**src/include/fpc_pkg.sv**
```systemverilog
// Purpose: Shared constants, code tables and helpers of the Fast Ethernet coding path.
// Assumes: One line bit per ref_clk cycle; every slower rate is an enable pulse.
// Notes: Code groups are written MSB first, and bit 4 leaves the serializer first.
//
// Notes on behaviour
// - MAC nibbles become a serial 125 MHz bit stream before line coding.
// - Serial stream is 4B/5B coded first, then scrambled.
// - Scrambled stream goes NRZ to NRZI, then out as MLT3 levels.
// - Receive runs MLT3 to NRZI, recovery, NRZ, descramble, decode, deserialize.
// - Receive bit timing follows NRZI transitions and drives the NRZI to NRZ step.
// - Decoded receive data leaves as parallel nibbles toward the MAC.
// - Synthesizer makes 125, 31.25, 25 and 10 MHz timing from a 25 MHz reference.
// - In reduced-pin mode the reference is a 50 MHz clock instead.
// - Transmit scrambler is an eleven-bit linear feedback shift register.
// - Scrambler key sequence is maximal length, repeating after 2047 bits.
// - Descrambler uses the same key sequence as the transmit scrambler.
// - Fiber mode bypasses scrambling and MLT3 both ways; 4B/5B and NRZI stay.
// - Fiber mode skips auto-negotiation and keeps automatic crossover off.
// - Port runs fiber mode when signal detect is above 1 V, else twisted pair.
// - Signal detect between 1 V and 1.8 V means no signal and far-end fault.
// - Signal detect above 2.2 V means signal present and no far-end fault.
// - During a fault, idle gaps carry 84 ones then one zero, repeatedly.
// - Far-end fault generation is on after reset and can be switched off.

package fpc_pkg;

  // ------------------------------------------------------------------
  // Rates, in kHz as figures for the divider arithmetic
  // ------------------------------------------------------------------
  localparam logic [16:0] BIT_RATE_KHZ = 17'h1_e848;
  localparam logic [16:0] NIBBLE_KHZ = 17'h0_61a8;
  localparam logic [16:0] SLOW_31_KHZ = 17'h0_7a12;
  localparam logic [16:0] SLOW_10_KHZ = 17'h0_2710;
  localparam int BITS_PER_NIBBLE = int'(BIT_RATE_KHZ / NIBBLE_KHZ);

  // ------------------------------------------------------------------
  // Code groups
  // ------------------------------------------------------------------
  localparam int NIBBLE_W = 4;
  localparam int CG_BITS = 5;
  localparam logic [4:0] CG_IDLE = 5'h1f;
  localparam logic [4:0] CG_J = 5'h18;
  localparam logic [4:0] CG_K = 5'h11;
  localparam logic [4:0] CG_T = 5'h0d;
  localparam logic [4:0] CG_R = 5'h07;
  localparam logic [4:0] CG_H = 5'h04;
  localparam logic [3:0] PREAMBLE_NIB = 4'h5;
  localparam logic [4:0] CG_DATA [16] = '{
    5'h1e, 5'h09, 5'h14, 5'h15, 5'h0a, 5'h0b, 5'h0e, 5'h0f,
    5'h12, 5'h13, 5'h16, 5'h17, 5'h1a, 5'h1b, 5'h1c, 5'h1d
  };

  // ------------------------------------------------------------------
  // Far-end fault pattern
  // ------------------------------------------------------------------
  localparam int FEF_ONES = 84;
  localparam int FEF_GROUPS = (FEF_ONES + 1) / CG_BITS;
  localparam logic [4:0] FEF_LAST_CG = 5'h1e;

  // ------------------------------------------------------------------
  // Scrambler and signal-detect comparator layout
  // ------------------------------------------------------------------
  localparam int SCR_WIDTH = 11;
  localparam int SCR_TAP = 9;
  localparam logic [10:0] SCR_SEED = 11'h7ff;
  localparam int FSD_1V = 0;
  localparam int FSD_1V8 = 1;
  localparam int FSD_2V2 = 2;

  // ------------------------------------------------------------------
  // Line levels and states
  // ------------------------------------------------------------------
  localparam logic [1:0] MLT_ZERO = 2'b00;
  localparam logic [1:0] MLT_PLUS = 2'b01;
  localparam logic [1:0] MLT_MINUS = 2'b11;

  typedef enum logic [3:0] {
    TX_IDLE = 4'b0001,
    TX_SSDK = 4'b0010,
    TX_DATA = 4'b0100,
    TX_ESDR = 4'b1000
  } fpc_tx_state_t;

  typedef enum logic [1:0] {
    RX_IDLE = 2'b01,
    RX_FRAME = 2'b10
  } fpc_rx_state_t;

  // Returns {valid, nibble}; valid is low for every non-data group.
  function automatic logic [4:0] fpc_decode5(input logic [4:0] code);
    logic [4:0] res;
    res = 5'h00;
    for (int i = 0; i < 16; i++) begin
      if (CG_DATA[i] == code) begin
        res = {1'b1, 4'(i)};
      end
    end
    return res;
  endfunction

  function automatic logic [1:0] fpc_mlt_level(input logic [1:0] phase);
    logic [1:0] lvl;
    case (phase)
      2'd1: lvl = MLT_PLUS;
      2'd3: lvl = MLT_MINUS;
      default: lvl = MLT_ZERO;
    endcase
    return lvl;
  endfunction

endpackage

```
**src/verilog/fpc_lfsr.sv**
```systemverilog
// Purpose: Eleven-bit key generator shared by the scrambler and descrambler.
// Assumes: shiftEn marks one line bit; loadEn feeds received key bits in.
// Notes: Key is combinational from the state so it pairs with the current bit.
`timescale 1ns/1ps
`default_nettype none

module fpc_lfsr #(
  parameter int WIDTH = fpc_pkg::SCR_WIDTH,
  parameter int TAP = fpc_pkg::SCR_TAP
) (
  // Clock and reset
  input wire logic ref_clk,
  input wire logic rst,
  // Control
  input wire logic shiftEn,
  input wire logic loadEn,
  input wire logic loadBit,
  // Key
  output logic key
);
  import fpc_pkg::*;

  logic [WIDTH-1:0] state_r;

  generate
    if (WIDTH != SCR_WIDTH || TAP >= WIDTH || TAP < 1) begin : g_bad
      $error("fpc_lfsr: the seed and the tap need WIDTH 11 and 1 <= TAP < WIDTH");
    end
  endgenerate

  // Taps at x^11 and x^9 give the maximal 2047-bit cycle.
  assign key = state_r[WIDTH-1] ^ state_r[TAP-1];

  always_ff @(posedge ref_clk) begin
    if (rst) begin
      state_r <= SCR_SEED;
    end else if (shiftEn) begin
      // While loading, received key bits replace the feedback.
      state_r <= {state_r[WIDTH-2:0], loadEn ? loadBit : key};
    end
  end

endmodule
`default_nettype wire

```
**src/verilog/fpc_coding.sv**
```systemverilog
// Purpose: Transmit and receive coding path of one Fast Ethernet port, with fiber mode.
// Assumes: ref_clk cycle stands for one 125 MHz line bit; pins are synchronous.
// Notes: Analog slicing is outside; line levels and comparator results arrive digital.
`timescale 1ns/1ps
`default_nettype none

module fpc_coding #(
  parameter int CDR_HOLD = 32,
  parameter int LOCK_BITS = 32
) (
  // Clock and reset
  input wire logic ref_clk,
  input wire logic rst,
  // Reference oscillator
  input wire logic refTick,
  input wire logic rmiiMode,
  // Timing enables
  output logic tick125,
  output logic tick31p25,
  output logic tick25,
  output logic tick10,
  output logic synthLocked,
  // MAC transmit
  input wire logic txEn,
  input wire logic txEr,
  input wire logic [fpc_pkg::NIBBLE_W-1:0] txData,
  // MAC receive
  output logic rxStb,
  output logic rxDv,
  output logic rxEr,
  output logic [fpc_pkg::NIBBLE_W-1:0] rxData,
  // Line
  output logic [1:0] txMlt,
  output logic txFiber,
  input wire logic [1:0] rxMlt,
  input wire logic rxFiber,
  // Fiber detect and configuration
  input wire logic [2:0] fiberSignalDetectIn,
  input wire logic fefDisable,
  input wire logic autoNegReq,
  input wire logic autoMdixReq,
  // Status
  output logic fiberMode,
  output logic fiberSignal,
  output logic farEndFault,
  output logic autoNegEn,
  output logic autoMdixEn,
  output logic rxLocked,
  output logic rxCodeErr
);
  import fpc_pkg::*;

  localparam int CW = $clog2(CDR_HOLD + 1);
  localparam int LW = $clog2(LOCK_BITS + 1);
  localparam logic [CW-1:0] CDR_MAX = CW'(CDR_HOLD);
  localparam logic [LW-1:0] LOCK_MAX = LW'(LOCK_BITS);
  localparam logic [16:0] SYN_INC [2] = '{SLOW_31_KHZ, SLOW_10_KHZ};
  localparam logic [2:0] BIT_LAST = 3'(BITS_PER_NIBBLE - 1);
  localparam logic [4:0] FEF_LAST = 5'(FEF_GROUPS - 1);

  generate
    if (CDR_HOLD < 2 || LOCK_BITS < SCR_WIDTH || BITS_PER_NIBBLE != CG_BITS) begin : g_bad
      $error("fpc_coding: CDR_HOLD >= 2 and LOCK_BITS >= 11 are needed");
    end
  endgenerate

  // ------------------------------------------------------------------
  // Clock synthesizer
  // ------------------------------------------------------------------
  logic refHalf_r;
  logic baseTick;
  logic [3:0] refGap_r;
  logic [16:0] synAcc_r [2];
  logic [16:0] synSum [2];
  logic [16:0] synNxt [2];
  logic [1:0] synHit;

  // A 50 MHz reference is halved so both modes check against the same 25 MHz base.
  assign baseTick = refTick & (!rmiiMode | refHalf_r);

  genvar g;
  generate
    for (g = 0; g < 2; g++) begin : g_syn
      assign synSum[g] = synAcc_r[g] + SYN_INC[g];
      assign synHit[g] = synSum[g] >= BIT_RATE_KHZ;
      assign synNxt[g] = synHit[g] ? synSum[g] - BIT_RATE_KHZ : synSum[g];
    end
  endgenerate

  always_ff @(posedge ref_clk) begin
    if (rst) begin
      synAcc_r <= '{17'h0_0000, 17'h0_0000};
      tick125 <= 1'b0;
      tick31p25 <= 1'b0;
      tick10 <= 1'b0;
    end else begin
      synAcc_r <= synNxt;
      tick125 <= 1'b1;
      tick31p25 <= synHit[0];
      tick10 <= synHit[1];
    end
  end

  always_ff @(posedge ref_clk) begin
    if (rst) begin
      refHalf_r <= 1'b0;
      refGap_r <= 4'h0;
      synthLocked <= 1'b0;
    end else begin
      if (refTick && rmiiMode) begin
        refHalf_r <= !refHalf_r;
      end
      if (baseTick) begin
        refGap_r <= 4'h0;
        synthLocked <= refGap_r == 4'(BIT_LAST);
      end else if (refGap_r != 4'hf) begin
        refGap_r <= refGap_r + 4'h1;
      end else begin
        synthLocked <= 1'b0;
      end
    end
  end

  // ------------------------------------------------------------------
  // Fiber detect and port configuration
  // ------------------------------------------------------------------
  logic fefOn_r;
  logic fefSend;

  always_ff @(posedge ref_clk) begin
    if (rst) begin
      fiberMode <= 1'b0;
      farEndFault <= 1'b0;
      fiberSignal <= 1'b0;
      fefOn_r <= 1'b1;
      autoNegEn <= 1'b0;
      autoMdixEn <= 1'b0;
    end else begin
      fiberMode <= fiberSignalDetectIn[FSD_1V];
      farEndFault <= fiberSignalDetectIn[FSD_1V] & !fiberSignalDetectIn[FSD_1V8];
      // The band between 1.8 V and 2.2 V keeps the last decision as hysteresis.
      if (fiberSignalDetectIn[FSD_2V2]) begin
        fiberSignal <= 1'b1;
      end else if (!fiberSignalDetectIn[FSD_1V8]) begin
        fiberSignal <= 1'b0;
      end
      fefOn_r <= !fefDisable;
      autoNegEn <= autoNegReq & !fiberMode;
      autoMdixEn <= autoMdixReq & !fiberMode;
    end
  end

  assign fefSend = farEndFault & fefOn_r & fiberMode;

  // ------------------------------------------------------------------
  // Transmit: serializer and 4B/5B encoder
  // ------------------------------------------------------------------
  fpc_tx_state_t txState_r;
  fpc_tx_state_t txState_nxt;
  logic [2:0] txBitCnt_r;
  logic groupStart;
  logic [4:0] txShift_r;
  logic [4:0] txCode;
  logic [4:0] fefGrp_r;

  assign groupStart = txBitCnt_r == BIT_LAST;

  always_comb begin
    txState_nxt = txState_r;
    txCode = CG_IDLE;
    case (txState_r)
      TX_IDLE: begin
        if (txEn) begin
          txCode = CG_J;
          txState_nxt = TX_SSDK;
        end else if (fefSend && fefGrp_r == FEF_LAST) begin
          txCode = FEF_LAST_CG;
        end
      end
      TX_SSDK: begin
        txCode = CG_K;
        txState_nxt = TX_DATA;
      end
      TX_DATA: begin
        if (txEn) begin
          txCode = txEr ? CG_H : CG_DATA[txData];
        end else begin
          txCode = CG_T;
          txState_nxt = TX_ESDR;
        end
      end
      TX_ESDR: begin
        txCode = CG_R;
        txState_nxt = TX_IDLE;
      end
      default: begin
        txState_nxt = TX_IDLE;
      end
    endcase
  end

  always_ff @(posedge ref_clk) begin
    if (rst) begin
      txBitCnt_r <= 3'd0;
      txShift_r <= CG_IDLE;
      txState_r <= TX_IDLE;
      tick25 <= 1'b0;
    end else begin
      // The MAC nibble is sampled once per five line bits.
      txBitCnt_r <= groupStart ? 3'd0 : txBitCnt_r + 3'd1;
      tick25 <= groupStart;
      if (groupStart) begin
        txShift_r <= txCode;
        txState_r <= txState_nxt;
      end else begin
        txShift_r <= {txShift_r[3:0], 1'b0};
      end
    end
  end

  // The all-ones idle already carries the ones; only the last bit of each run is cleared.
  always_ff @(posedge ref_clk) begin
    if (rst) begin
      fefGrp_r <= 5'd0;
    end else if (groupStart) begin
      if (txState_r == TX_IDLE && !txEn && fefSend) begin
        fefGrp_r <= (fefGrp_r == FEF_LAST) ? 5'd0 : fefGrp_r + 5'd1;
      end else begin
        fefGrp_r <= 5'd0;
      end
    end
  end

  // ------------------------------------------------------------------
  // Transmit: scrambler, NRZI and MLT3
  // ------------------------------------------------------------------
  logic txKey;
  logic scrBit;
  logic txNrzi_r;
  logic [1:0] mltPhase_r;
  logic [1:0] mltPhaseNxt;

  fpc_lfsr u_tx_lfsr (
    .ref_clk(ref_clk),
    .rst(rst),
    .shiftEn(1'b1),
    .loadEn(1'b0),
    .loadBit(1'b0),
    .key(txKey)
  );

  assign scrBit = fiberMode ? txShift_r[4] : txShift_r[4] ^ txKey;
  assign mltPhaseNxt = txNrzi_r ? mltPhase_r + 2'd1 : mltPhase_r;

  always_ff @(posedge ref_clk) begin
    if (rst) begin
      txNrzi_r <= 1'b0;
      mltPhase_r <= 2'd0;
      txMlt <= MLT_ZERO;
      txFiber <= 1'b0;
    end else begin
      txNrzi_r <= txNrzi_r ^ scrBit;
      if (!fiberMode) begin
        mltPhase_r <= mltPhaseNxt;
      end
      txMlt <= fiberMode ? MLT_ZERO : fpc_mlt_level(mltPhaseNxt);
      txFiber <= fiberMode ? txNrzi_r : 1'b0;
    end
  end

  // ------------------------------------------------------------------
  // Receive: MLT3 to NRZI, bit recovery, NRZI to NRZ
  // ------------------------------------------------------------------
  logic [1:0] rxPrevMlt_r;
  logic rxNrziLvl;
  logic rxNrziPrev_r;
  logic rxNrz;
  logic [CW-1:0] rxQuiet_r;
  logic rxCdrOk_r;

  // A level change on the three-level line is an NRZI one.
  assign rxNrziLvl = fiberMode ? rxFiber : rxMlt != rxPrevMlt_r;
  assign rxNrz = rxNrziLvl ^ rxNrziPrev_r;

  always_ff @(posedge ref_clk) begin
    if (rst) begin
      rxPrevMlt_r <= MLT_ZERO;
      rxNrziPrev_r <= 1'b0;
      rxQuiet_r <= '0;
      rxCdrOk_r <= 1'b0;
    end else begin
      rxPrevMlt_r <= rxMlt;
      rxNrziPrev_r <= rxNrziLvl;
      // Long runs without a transition mean the bit timing can no longer be trusted.
      if (rxNrz) begin
        rxQuiet_r <= '0;
      end else if (rxQuiet_r != CDR_MAX) begin
        rxQuiet_r <= rxQuiet_r + CW'(1);
      end
      rxCdrOk_r <= rxQuiet_r < CDR_MAX;
    end
  end

  // ------------------------------------------------------------------
  // Receive: descrambler
  // ------------------------------------------------------------------
  logic rxKey;
  logic rxScrLock_r;
  logic [LW-1:0] rxMatch_r;
  logic rxPlain;

  // Idle is all ones, so while hunting the received bit inverted is the key itself.
  fpc_lfsr u_rx_lfsr (
    .ref_clk(ref_clk),
    .rst(rst),
    .shiftEn(1'b1),
    .loadEn(!rxScrLock_r),
    .loadBit(!rxNrz),
    .key(rxKey)
  );

  always_ff @(posedge ref_clk) begin
    if (rst) begin
      rxScrLock_r <= 1'b0;
      rxMatch_r <= '0;
    end else if (fiberMode || !rxCdrOk_r) begin
      rxScrLock_r <= 1'b0;
      rxMatch_r <= '0;
    end else if (!rxScrLock_r) begin
      if (rxKey == !rxNrz) begin
        rxMatch_r <= rxMatch_r + LW'(1);
        rxScrLock_r <= rxMatch_r == LOCK_MAX - LW'(1);
      end else begin
        rxMatch_r <= '0;
      end
    end
  end

  always_comb begin
    if (fiberMode) begin
      rxPlain = rxCdrOk_r ? rxNrz : 1'b1;
    end else begin
      rxPlain = (rxScrLock_r && rxCdrOk_r) ? rxNrz ^ rxKey : 1'b1;
    end
  end

  always_ff @(posedge ref_clk) begin
    if (rst) begin
      rxLocked <= 1'b0;
    end else begin
      rxLocked <= rxCdrOk_r & (fiberMode | rxScrLock_r);
    end
  end

  // ------------------------------------------------------------------
  // Receive: alignment, 4B/5B decoder and nibble output
  // ------------------------------------------------------------------
  fpc_rx_state_t rxState_r;
  fpc_rx_state_t rxState_nxt;
  logic [9:0] rxWin_r;
  logic [9:0] rxWinNxt;
  logic [2:0] rxCnt_r;
  logic [4:0] rxDec;
  logic rxEmit;
  logic rxEmitDv;
  logic rxEmitEr;
  logic [3:0] rxEmitData;

  assign rxWinNxt = {rxWin_r[8:0], rxPlain};
  assign rxDec = fpc_decode5(rxWinNxt[4:0]);

  always_comb begin
    rxState_nxt = rxState_r;
    rxEmit = 1'b0;
    rxEmitDv = 1'b0;
    rxEmitEr = 1'b0;
    rxEmitData = 4'h0;
    case (rxState_r)
      RX_IDLE: begin
        if (rxWinNxt == {CG_J, CG_K}) begin
          rxState_nxt = RX_FRAME;
          rxEmit = 1'b1;
          rxEmitDv = 1'b1;
          rxEmitData = PREAMBLE_NIB;
        end
      end
      RX_FRAME: begin
        if (rxCnt_r == BIT_LAST) begin
          rxEmit = 1'b1;
          if (rxDec[4]) begin
            rxEmitDv = 1'b1;
            rxEmitData = rxDec[3:0];
          end else if (rxWinNxt[4:0] == CG_T) begin
            rxState_nxt = RX_IDLE;
          end else if (rxWinNxt[4:0] == CG_IDLE) begin
            // Idle inside a frame is a premature end and is reported.
            rxState_nxt = RX_IDLE;
            rxEmitEr = 1'b1;
          end else begin
            rxEmitDv = 1'b1;
            rxEmitEr = 1'b1;
          end
        end
      end
      default: begin
        rxState_nxt = RX_IDLE;
      end
    endcase
  end

  always_ff @(posedge ref_clk) begin
    if (rst) begin
      rxWin_r <= '0;
      rxCnt_r <= 3'd0;
      rxState_r <= RX_IDLE;
    end else begin
      rxWin_r <= rxWinNxt;
      rxState_r <= rxState_nxt;
      if (rxState_r != RX_FRAME || rxCnt_r == BIT_LAST) begin
        rxCnt_r <= 3'd0;
      end else begin
        rxCnt_r <= rxCnt_r + 3'd1;
      end
    end
  end

  always_ff @(posedge ref_clk) begin
    if (rst) begin
      rxStb <= 1'b0;
      rxDv <= 1'b0;
      rxEr <= 1'b0;
      rxData <= 4'h0;
      rxCodeErr <= 1'b0;
    end else begin
      rxStb <= rxEmit;
      rxCodeErr <= rxEmit & rxEmitEr;
      if (rxEmit) begin
        rxDv <= rxEmitDv;
        rxEr <= rxEmitEr;
        rxData <= rxEmitData;
      end
    end
  end

  // ------------------------------------------------------------------
  // Checks
  // ------------------------------------------------------------------
  a_nibble_period: assert property (@(posedge ref_clk) disable iff (rst)
    tick25 |=> !tick25 [*4] ##1 tick25)
    else $error("nibble enable is not every five bits");

  a_start_delim: assert property (@(posedge ref_clk) disable iff (rst)
    (txState_r == TX_IDLE && groupStart && txEn) |=> txShift_r == CG_J ##5 txShift_r == CG_K)
    else $error("start of frame is not J then K");

  a_mlt_step: assert property (@(posedge ref_clk) disable iff (rst)
    (!fiberMode && $past(fiberMode) == 1'b0 && txNrzi_r) |=> txMlt != $past(txMlt))
    else $error("MLT3 level held on an NRZI one");

  a_fiber_bypass: assert property (@(posedge ref_clk) disable iff (rst)
    fiberMode |=> (txMlt == MLT_ZERO && txFiber == $past(txNrzi_r)))
    else $error("fiber transmit does not carry plain NRZI");

  a_fault_band: assert property (@(posedge ref_clk) disable iff (rst)
    (fiberSignalDetectIn == 3'b001) |=> (farEndFault && fiberMode && !fiberSignal))
    else $error("low signal-detect band without fault");

  a_signal_band: assert property (@(posedge ref_clk) disable iff (rst)
    (fiberSignalDetectIn == 3'b111) |=> (fiberSignal && !farEndFault && fiberMode))
    else $error("high signal-detect band not seen as signal");

  a_fiber_no_an: assert property (@(posedge ref_clk) disable iff (rst)
    fiberMode |=> (!autoNegEn && !autoMdixEn))
    else $error("negotiation or crossover left on in fiber mode");

  a_fef_zero: assert property (@(posedge ref_clk) disable iff (rst)
    (groupStart && txState_r == TX_IDLE && !txEn && fefSend && fefGrp_r == FEF_LAST)
    |=> txShift_r == FEF_LAST_CG ##5 txShift_r[4])
    else $error("fault pattern does not end its run of ones with a zero");

  a_fef_default: assert property (@(posedge ref_clk)
    rst |=> fefOn_r)
    else $error("fault generation not enabled after reset");

  a_rx_spacing: assert property (@(posedge ref_clk) disable iff (rst)
    rxStb |=> !rxStb [*4])
    else $error("receive nibbles closer than one code group");

endmodule
`default_nettype wire

```
**config.mk**
```make
export PLATFORM = sky130hd
export DESIGN_NAME = fpc_coding
export DESIGN_NICKNAME = d
export VERILOG_FILES = /design/src/include/fpc_pkg.sv /design/src/verilog/fpc_lfsr.sv /design/src/verilog/fpc_coding.sv
export SDC_FILE = /design/constraint.sdc
export NUM_CORES = 1
export LEC_CHECK = 0
export ABC_AREA = 1
export BUFFER_PORTS_ARGS = -buffer_cell sky130_fd_sc_hd__buf_2
export CELL_PAD_IN_SITES_DETAIL_PLACEMENT = 1
export CELL_PAD_IN_SITES_GLOBAL_PLACEMENT = 1
export CORE_ASPECT_RATIO = 0.6
export CORE_MARGIN = 2
export CORE_UTILIZATION = 49
export CTS_BUF_LIST = sky130_fd_sc_hd__clkbuf_4 sky130_fd_sc_hd__clkbuf_8
export CTS_CLUSTER_DIAMETER = 200
export DETAILED_ROUTE_END_ITERATION = 8
export HOLD_SLACK_MARGIN = 0.15
export PLACE_DENSITY = 0.93
export SLEW_MARGIN = 20
export SYNTH_ARGS = -nofsm -noshare
export SYNTH_HDL_FRONTEND = slang
export SYNTH_SLANG_ARGS = --single-unit
```
**constraint.sdc**
```tcl
create_clock -name ref_clk -period 4.4 [get_ports ref_clk]
set_input_delay 1.32 -clock ref_clk [delete_from_list [all_inputs] [get_ports ref_clk]]
set_output_delay 1.32 -clock ref_clk [all_outputs]
set_load 0.03 [all_outputs]
```
; ---- Word level (Yosys, flattened, before mapping)
; Memories as Yosys holds them, arrays and structs flattened.
; Cells that the tools add are included.
; W data, S select, Z words.
[classes]
addsub = 11
n_lt_le_gt_ge = 4
n_eq_ne = 45
n_mux = 69
n_bitwise = 18
reduce_logical = 24
[op_table]
columns = op, n
row1 = $mux W5, 23
row2 = $eq A5 B5 Y1 const A, 11
row3 = $ge A17 B17 Y1 const B, 2
row4 = $mux W17, 2
row5 = $sub A17 B17 Y17 const B, 2
row6 = $eq A4 B5 Y1 const A, 5
row7 = $mux W1, 24
row8 = $pmux W5 S4, 1
row9 = $add A17 B14 Y17 const B, 1
row10 = $add A17 B15 Y17 const B, 1
row11 = $mux W4, 4
row12 = $ne A2 B2 Y1 const B, 7
row13 = $reduce_or A2 Y1, 7
row14 = $add A6 B1 Y6 const B, 2
row15 = $mux W2, 6
row16 = $pmux W4 S3, 1
row17 = $eq A10 B10 Y1 const B, 1
row18 = $eq A5 B5 Y1 const B, 2
row19 = $and A1 B1 Y1, 8
row20 = $eq A4 B3 Y1 const B, 2
row21 = $logic_not A1 Y1, 8
row22 = $pmux W2 S2, 2
row23 = $pmux W4 S2, 1
row24 = $add A3 B1 Y3 const B, 2
row25 = 30 further kinds, 46
[totals]
regBits = 135
mem_bits_ro = 80
in_bits = 19
out_inout_bits = 22
wordCells = 212
mem_count = 1
[memory_table]
columns = memory, words, width, read_ports, rd_ports_with_merged_regs, wr, line_no
row1 = (no name shown), 16, 5, 1, 0, 0, fpc_coding.sv:186  ; txCode = txEr ? CG_H : CG_DATA[txData];

; ---- Longest topological paths before layout
[depth]
depth_word = 27
ltp_mapped = 18
depth_no_buf = 18

; ---- By module
; Synthesis repeated with hierarchy kept, for this count alone.
[unflattened]
hier_cells = 915
hier_area_um2 = 6530.0
[modules_own_cells]
columns = module, n_inst, cells_each, area_per_inst_um2
row1 = fpc_coding, 1, 807, 5686.7
row2 = fpc_lfsr, 2, 54, 421.7

; ---- Least setup slack after synthesis
; OpenSTA, ideal clock, no wires.
[synth_timing]
kind = in2reg
start = in rxFiber
end = reg rxEr
setup_time_ns = 0.115
t_arrival_ns = 2.547
t_required_ns = 4.285
setup_slack_ns = 1.738
cell_stages = 11
n_path_buf = 0
cell_sequence = or2_2 > nand2_1 > nand2_1 > nand3_1 > nand3_1 > nand3_1 > nor2_1 > nand3_1 > nand2_1 > nand3_1 > nand2_1
[synth_via]
elab_chain_len = 25
[synth_lines]
columns = item, line_no
row1 = "start, declared", fpc_coding.sv:36  ; input wire logic rxFiber,
row2 = $mux W1 *, fpc_coding.sv:282  ; assign rxNrziLvl = fiberMode ? rxFiber : rxMlt != rxPrevMlt_r;
row3 = $xor A1 B1 Y1 *, fpc_coding.sv:283  ; assign rxNrz = rxNrziLvl ^ rxNrziPrev_r;
row4 = $xor A1 B1 Y1, fpc_coding.sv:343  ; rxPlain = (rxScrLock_r && rxCdrOk_r) ? rxNrz ^ rxKey : 1'b1;
row5 = $mux W1, fpc_coding.sv:343
row6 = $mux W1 *, fpc_coding.sv:340  ; if (fiberMode) begin
row7 = $eq A5 B5 Y1, fpc_pkg.sv:94  ; if (CG_DATA[i] == code) begin
row8 = $mux W5 (16 in series), fpc_pkg.sv:94
row9 = $mux W1, fpc_coding.sv:390  ; if (rxDec[4]) begin
row10 = $mux W1, fpc_coding.sv:388  ; if (rxCnt_r == BIT_LAST) begin
row11 = $mux W1, fpc_coding.sv:378  ; case (rxState_r)
row12 = "end signal, assigned", fpc_coding.sv:439  ; rxEr <= rxEmitEr;
row13 = "end, declared", fpc_coding.sv:30  ; output logic rxEr,
; Mark *: on every way between the ends. The rest lies on a longest branch, timed or not.
; A chain may end at the register's enable or synchronous reset.

; ---- Worst setup path after layout
[layout_timing]
start = reg synAcc_r[4] (netlist bit)
end = reg synAcc_r[14] (netlist bit)
[layout_via]
elab_chain_len = 3
[layout_lines]
columns = item, line_no
row1 = "start, declared", fpc_coding.sv:73  ; logic [16:0] synAcc_r [2];
row2 = "start signal, assigned", fpc_coding.sv:92  ; synAcc_r <= '{17'h0_0000, 17'h0_0000};
row3 = "start signal, assigned", fpc_coding.sv:97  ; synAcc_r <= synNxt;
row4 = $add A17 B14 Y17 *, fpc_coding.sv:84  ; assign synSum[g] = synAcc_r[g] + SYN_INC[g];
row5 = $sub A17 B17 Y17 or $ge A17 B17 Y1 (tied branches), "fpc_coding.sv:86, fpc_coding.sv:85"
row6 = $mux W17 *, fpc_coding.sv:86  ; assign synNxt[g] = synHit[g] ? synSum[g] - BIT_RATE_KHZ : synSum[g];
; Marked as above.

==> metrics.txt <==
status=completed; CORE AREA=12300 um2; crit path max fanout=11; CP Class=reg2reg; Die Span Y=91.7 um; skew final=8.15 ps; CP dominant cell by count=nand2_1; Hold Path Class=reg2reg; post-CTS sizing=0; fin crit share=73.3%; Cell Chain, Critical Path=ha_1 -> nand2_1 -> inv_1 -> nand2_1 -> xor2_1 -> nor2_1 -> nand2_1 -> nor3_1 -> nand3_1 -> nand2_1 -> nand2_2 -> inv_1 -> nand2_1 -> nand2_1 -> inv_1; CTS Sinks=131; slowest CP cell=dfxtp_1; DP Wirelength=12.8 mm; worst relative slew slack=63.8%; largest area contributor in the netlist=dfxtp_1; synth warn=0; total CTS buffers=17; vias in the first global route=6384; RSZ-0062 raised after global routing=false; num rows=31; Leak=3.33 nW; Netlist cell types=43; Crit path arrival time=3580 ps; Routed Wire Length=20.2 mm; CTS clk-pin slew, worst paths=80 ps; Post-CTS Repair Setup Buffers=0; Max Freq=310 MHz; Max-Cap Viols=0; Post-Syn Area=6280 um2; via count=6065; DRC viols=0; Post-synth EDFFs=0; syn avg cell area=7.21 um2; Slew @ Worst Pin=539 ps; #FFs+latches synth=131; Initial Util=51.1%; number of antenna diodes=0; min Tclk post-route=3230 ps; FILL cells=1580; largest net degree at the start of global routing=40; share of cells above drive strength 1=12.5%; Seq/Total Area, Yosys=41.7%; Mapped Nets=912; nets@finish=957; Initial DRC Count=412; Ports=41; remaining antenna violation count after routing=0; Root Driver=clkbuf_8; Req. time, crit path=4750 ps; routed len/inst=18.5 um; Yosys top cell area share=41.7%; Fin. Hold Viols=0; startpoint types=flip-flop; VDD IR max=0.295 mV; Port Buffers=40; CTS tree=built; hold_buf cts=0; aggregate global-route resource usage=30.9%; Via density=5.54; area grow syn2layout=12.8%; Post-Synthesis Cells=872; first-pass GRT wire length=33.0 mm; main area contributors after synthesis=dfxtp_1 (42%), nand2_1 (10%), inv_1 (7.8%); final worst slack=1170 ps; Fin Setup TNS=0 ps; total die area=13800 um2; FFs w/ async S/R, synth=0%; antenna violations before repair=0; max incr delay on CP=520 ps; clk buf depth=2; Setup crit end kind=flip-flop; Power Density=513 nW/um2; total gr overflow=0; worst slack at placement=1280 ps; Max H-tree Level=4; 1st-pass router iterations=5; RePlAce Congestion=0.862; Final Slew Violations=0; setup violators final=0; chip width=150 um; later-pin clock latency in the skew report=450 ps; Most used DFF post-synth=dfxtp_1
kinds of logic after synthesis:
kind of cell,share of synthesized area [%]
simple gates,31.7
buf+inv,9.36
flops,41.7
compound gates,7.86
xor+xnor,5.14
fa+ha+maj,4.18
power breakdown:
part,switching (mW),internal [mW],total (mW)
Sequential,0.0939,1.29,1.38
Combinational,0.756,0.303,1.06
Clock,0.510,0.689,1.20
Total,1.36,2.28,3.64
cell type report:
| class | count | area (um2) | area share (%) |
|---|---|---|---|
| clock buffer | 23 | 304 | 4.29 |
| clock inverter | 8 | 149 | 2.10 |
| inverter | 134 | 503 | 7.09 |
| multi-input combinational | 589 | 3070 | 43.4 |
| sequential | 131 | 2620 | 37.0 |
| tap | 165 | 206 | 2.91 |
| timing repair buffer | 44 | 230 | 3.25 |
registers in the layout, indices dropped and copies added, names as in the netlist, 2 cells and up:
signal	count
synAcc_r	30
u_rx_lfsr.state_r	11
u_tx_lfsr.state_r	11
rxWin_r	9
rxMatch_r	6
rxQuiet_r	6
fefGrp_r	5
txShift_r	5
refGap_r	4
rxData	4
txState_r	4
rxCnt_r	3
txBitCnt_r	3
mltPhase_r	2
rxPrevMlt_r	2
rxState_r	2
txMlt	2
through the flow:
stage          hold slack (ps)  area (um2)  instances  total power, mW  util (%)
2_1_floorplan              389        6280        872             2.13         -
3_3_place_gp               391        6640       1063             2.31      54.0
3_5_place_dp               397        6640       1063             2.37      54.0
4_1_cts                    425        7090       1094             3.62      57.7
5_1_grt                    429        7090       1094             3.82      57.7
6_report                   423        7090       1094             3.64      57.7
worst max-delay path, delay by kind of cell, from the launching register on:
| family | cells | cell delay (ps) |
|---|---|---|
| xor+xnor | 1 | 200 |
| flops | 1 | 520 |
| fa+ha+maj | 1 | 290 |
| buf+inv | 3 | 300 |
| simple gates | 10 | 1820 |
Yosys cell counts (2+ instances only):
cell and instances:
and3_1 2, nand2_2 8, nor2_1 101, nand3_1 79, a21boi_0 3, xor2_1 22
o211ai_1 4, clkinv_1 2, a21oi_1 44, nand3b_1 2, nand2_1 175, o21ai_0 20
clkbuf_1 11, dfxtp_1 131, o22ai_1 4, and2_1 2, inv_2 2, inv_1 130
o2111ai_1 2, xnor2_1 13, buf_2 5, ha_1 21, nor3_1 20, nand4_1 25
or2_2 26
final timing paths:
kind / start / endpoint / slack, ps / cells after the start
setup / recovery: synAcc_r[4] / synAcc_r[14] / 1170 / 15
hold / removal: u_tx_lfsr.state_r[0] / u_tx_lfsr.state_r[1] / 420 / 1
setup reg to reg: synAcc_r[4] / synAcc_r[14] / 1170 / 15
hold reg to reg: u_tx_lfsr.state_r[0] / u_tx_lfsr.state_r[1] / 420 / 1
cell usage in the layout (no fill, tap or decap), drive strengths merged:
master,synthesis,final
o21ai,21,21
nor3,21,21
or2,26,26
a21o,1,1
a211oi,1,1
nand3,80,80
a311oi,1,1
a21boi,3,3
a22oi,1,1
o2111ai,2,2
a21oi,45,45
a41oi,1,1
clkinvlp,0,2
xnor2,13,13
clkbuf,11,23
a31oi,1,1
ha,21,21
nor2,101,101
nand3b,2,2
nor4,1,1
o211ai,4,4
o22ai,4,4
o21a,1,1
nand4,25,25
inv,132,132
bufinv,0,4
and3,2,2
dfxtp,131,131
clkinv,2,4
o31ai,1,1
nor3b,1,1
xor2,23,23
nand2,183,183
buf,7,44
and2,3,3
layer usage:
layer  vias to the layer above  share of wire, %  GRT usage (%)
met5                         -                 0              0
met4                         0               3.5           13.5
met3                        65               5.3           6.52
met2                       212                46           50.1
met1                      2928                45           39.7
li1                       2860                 -              -
(Power assumes the default switching activity.)
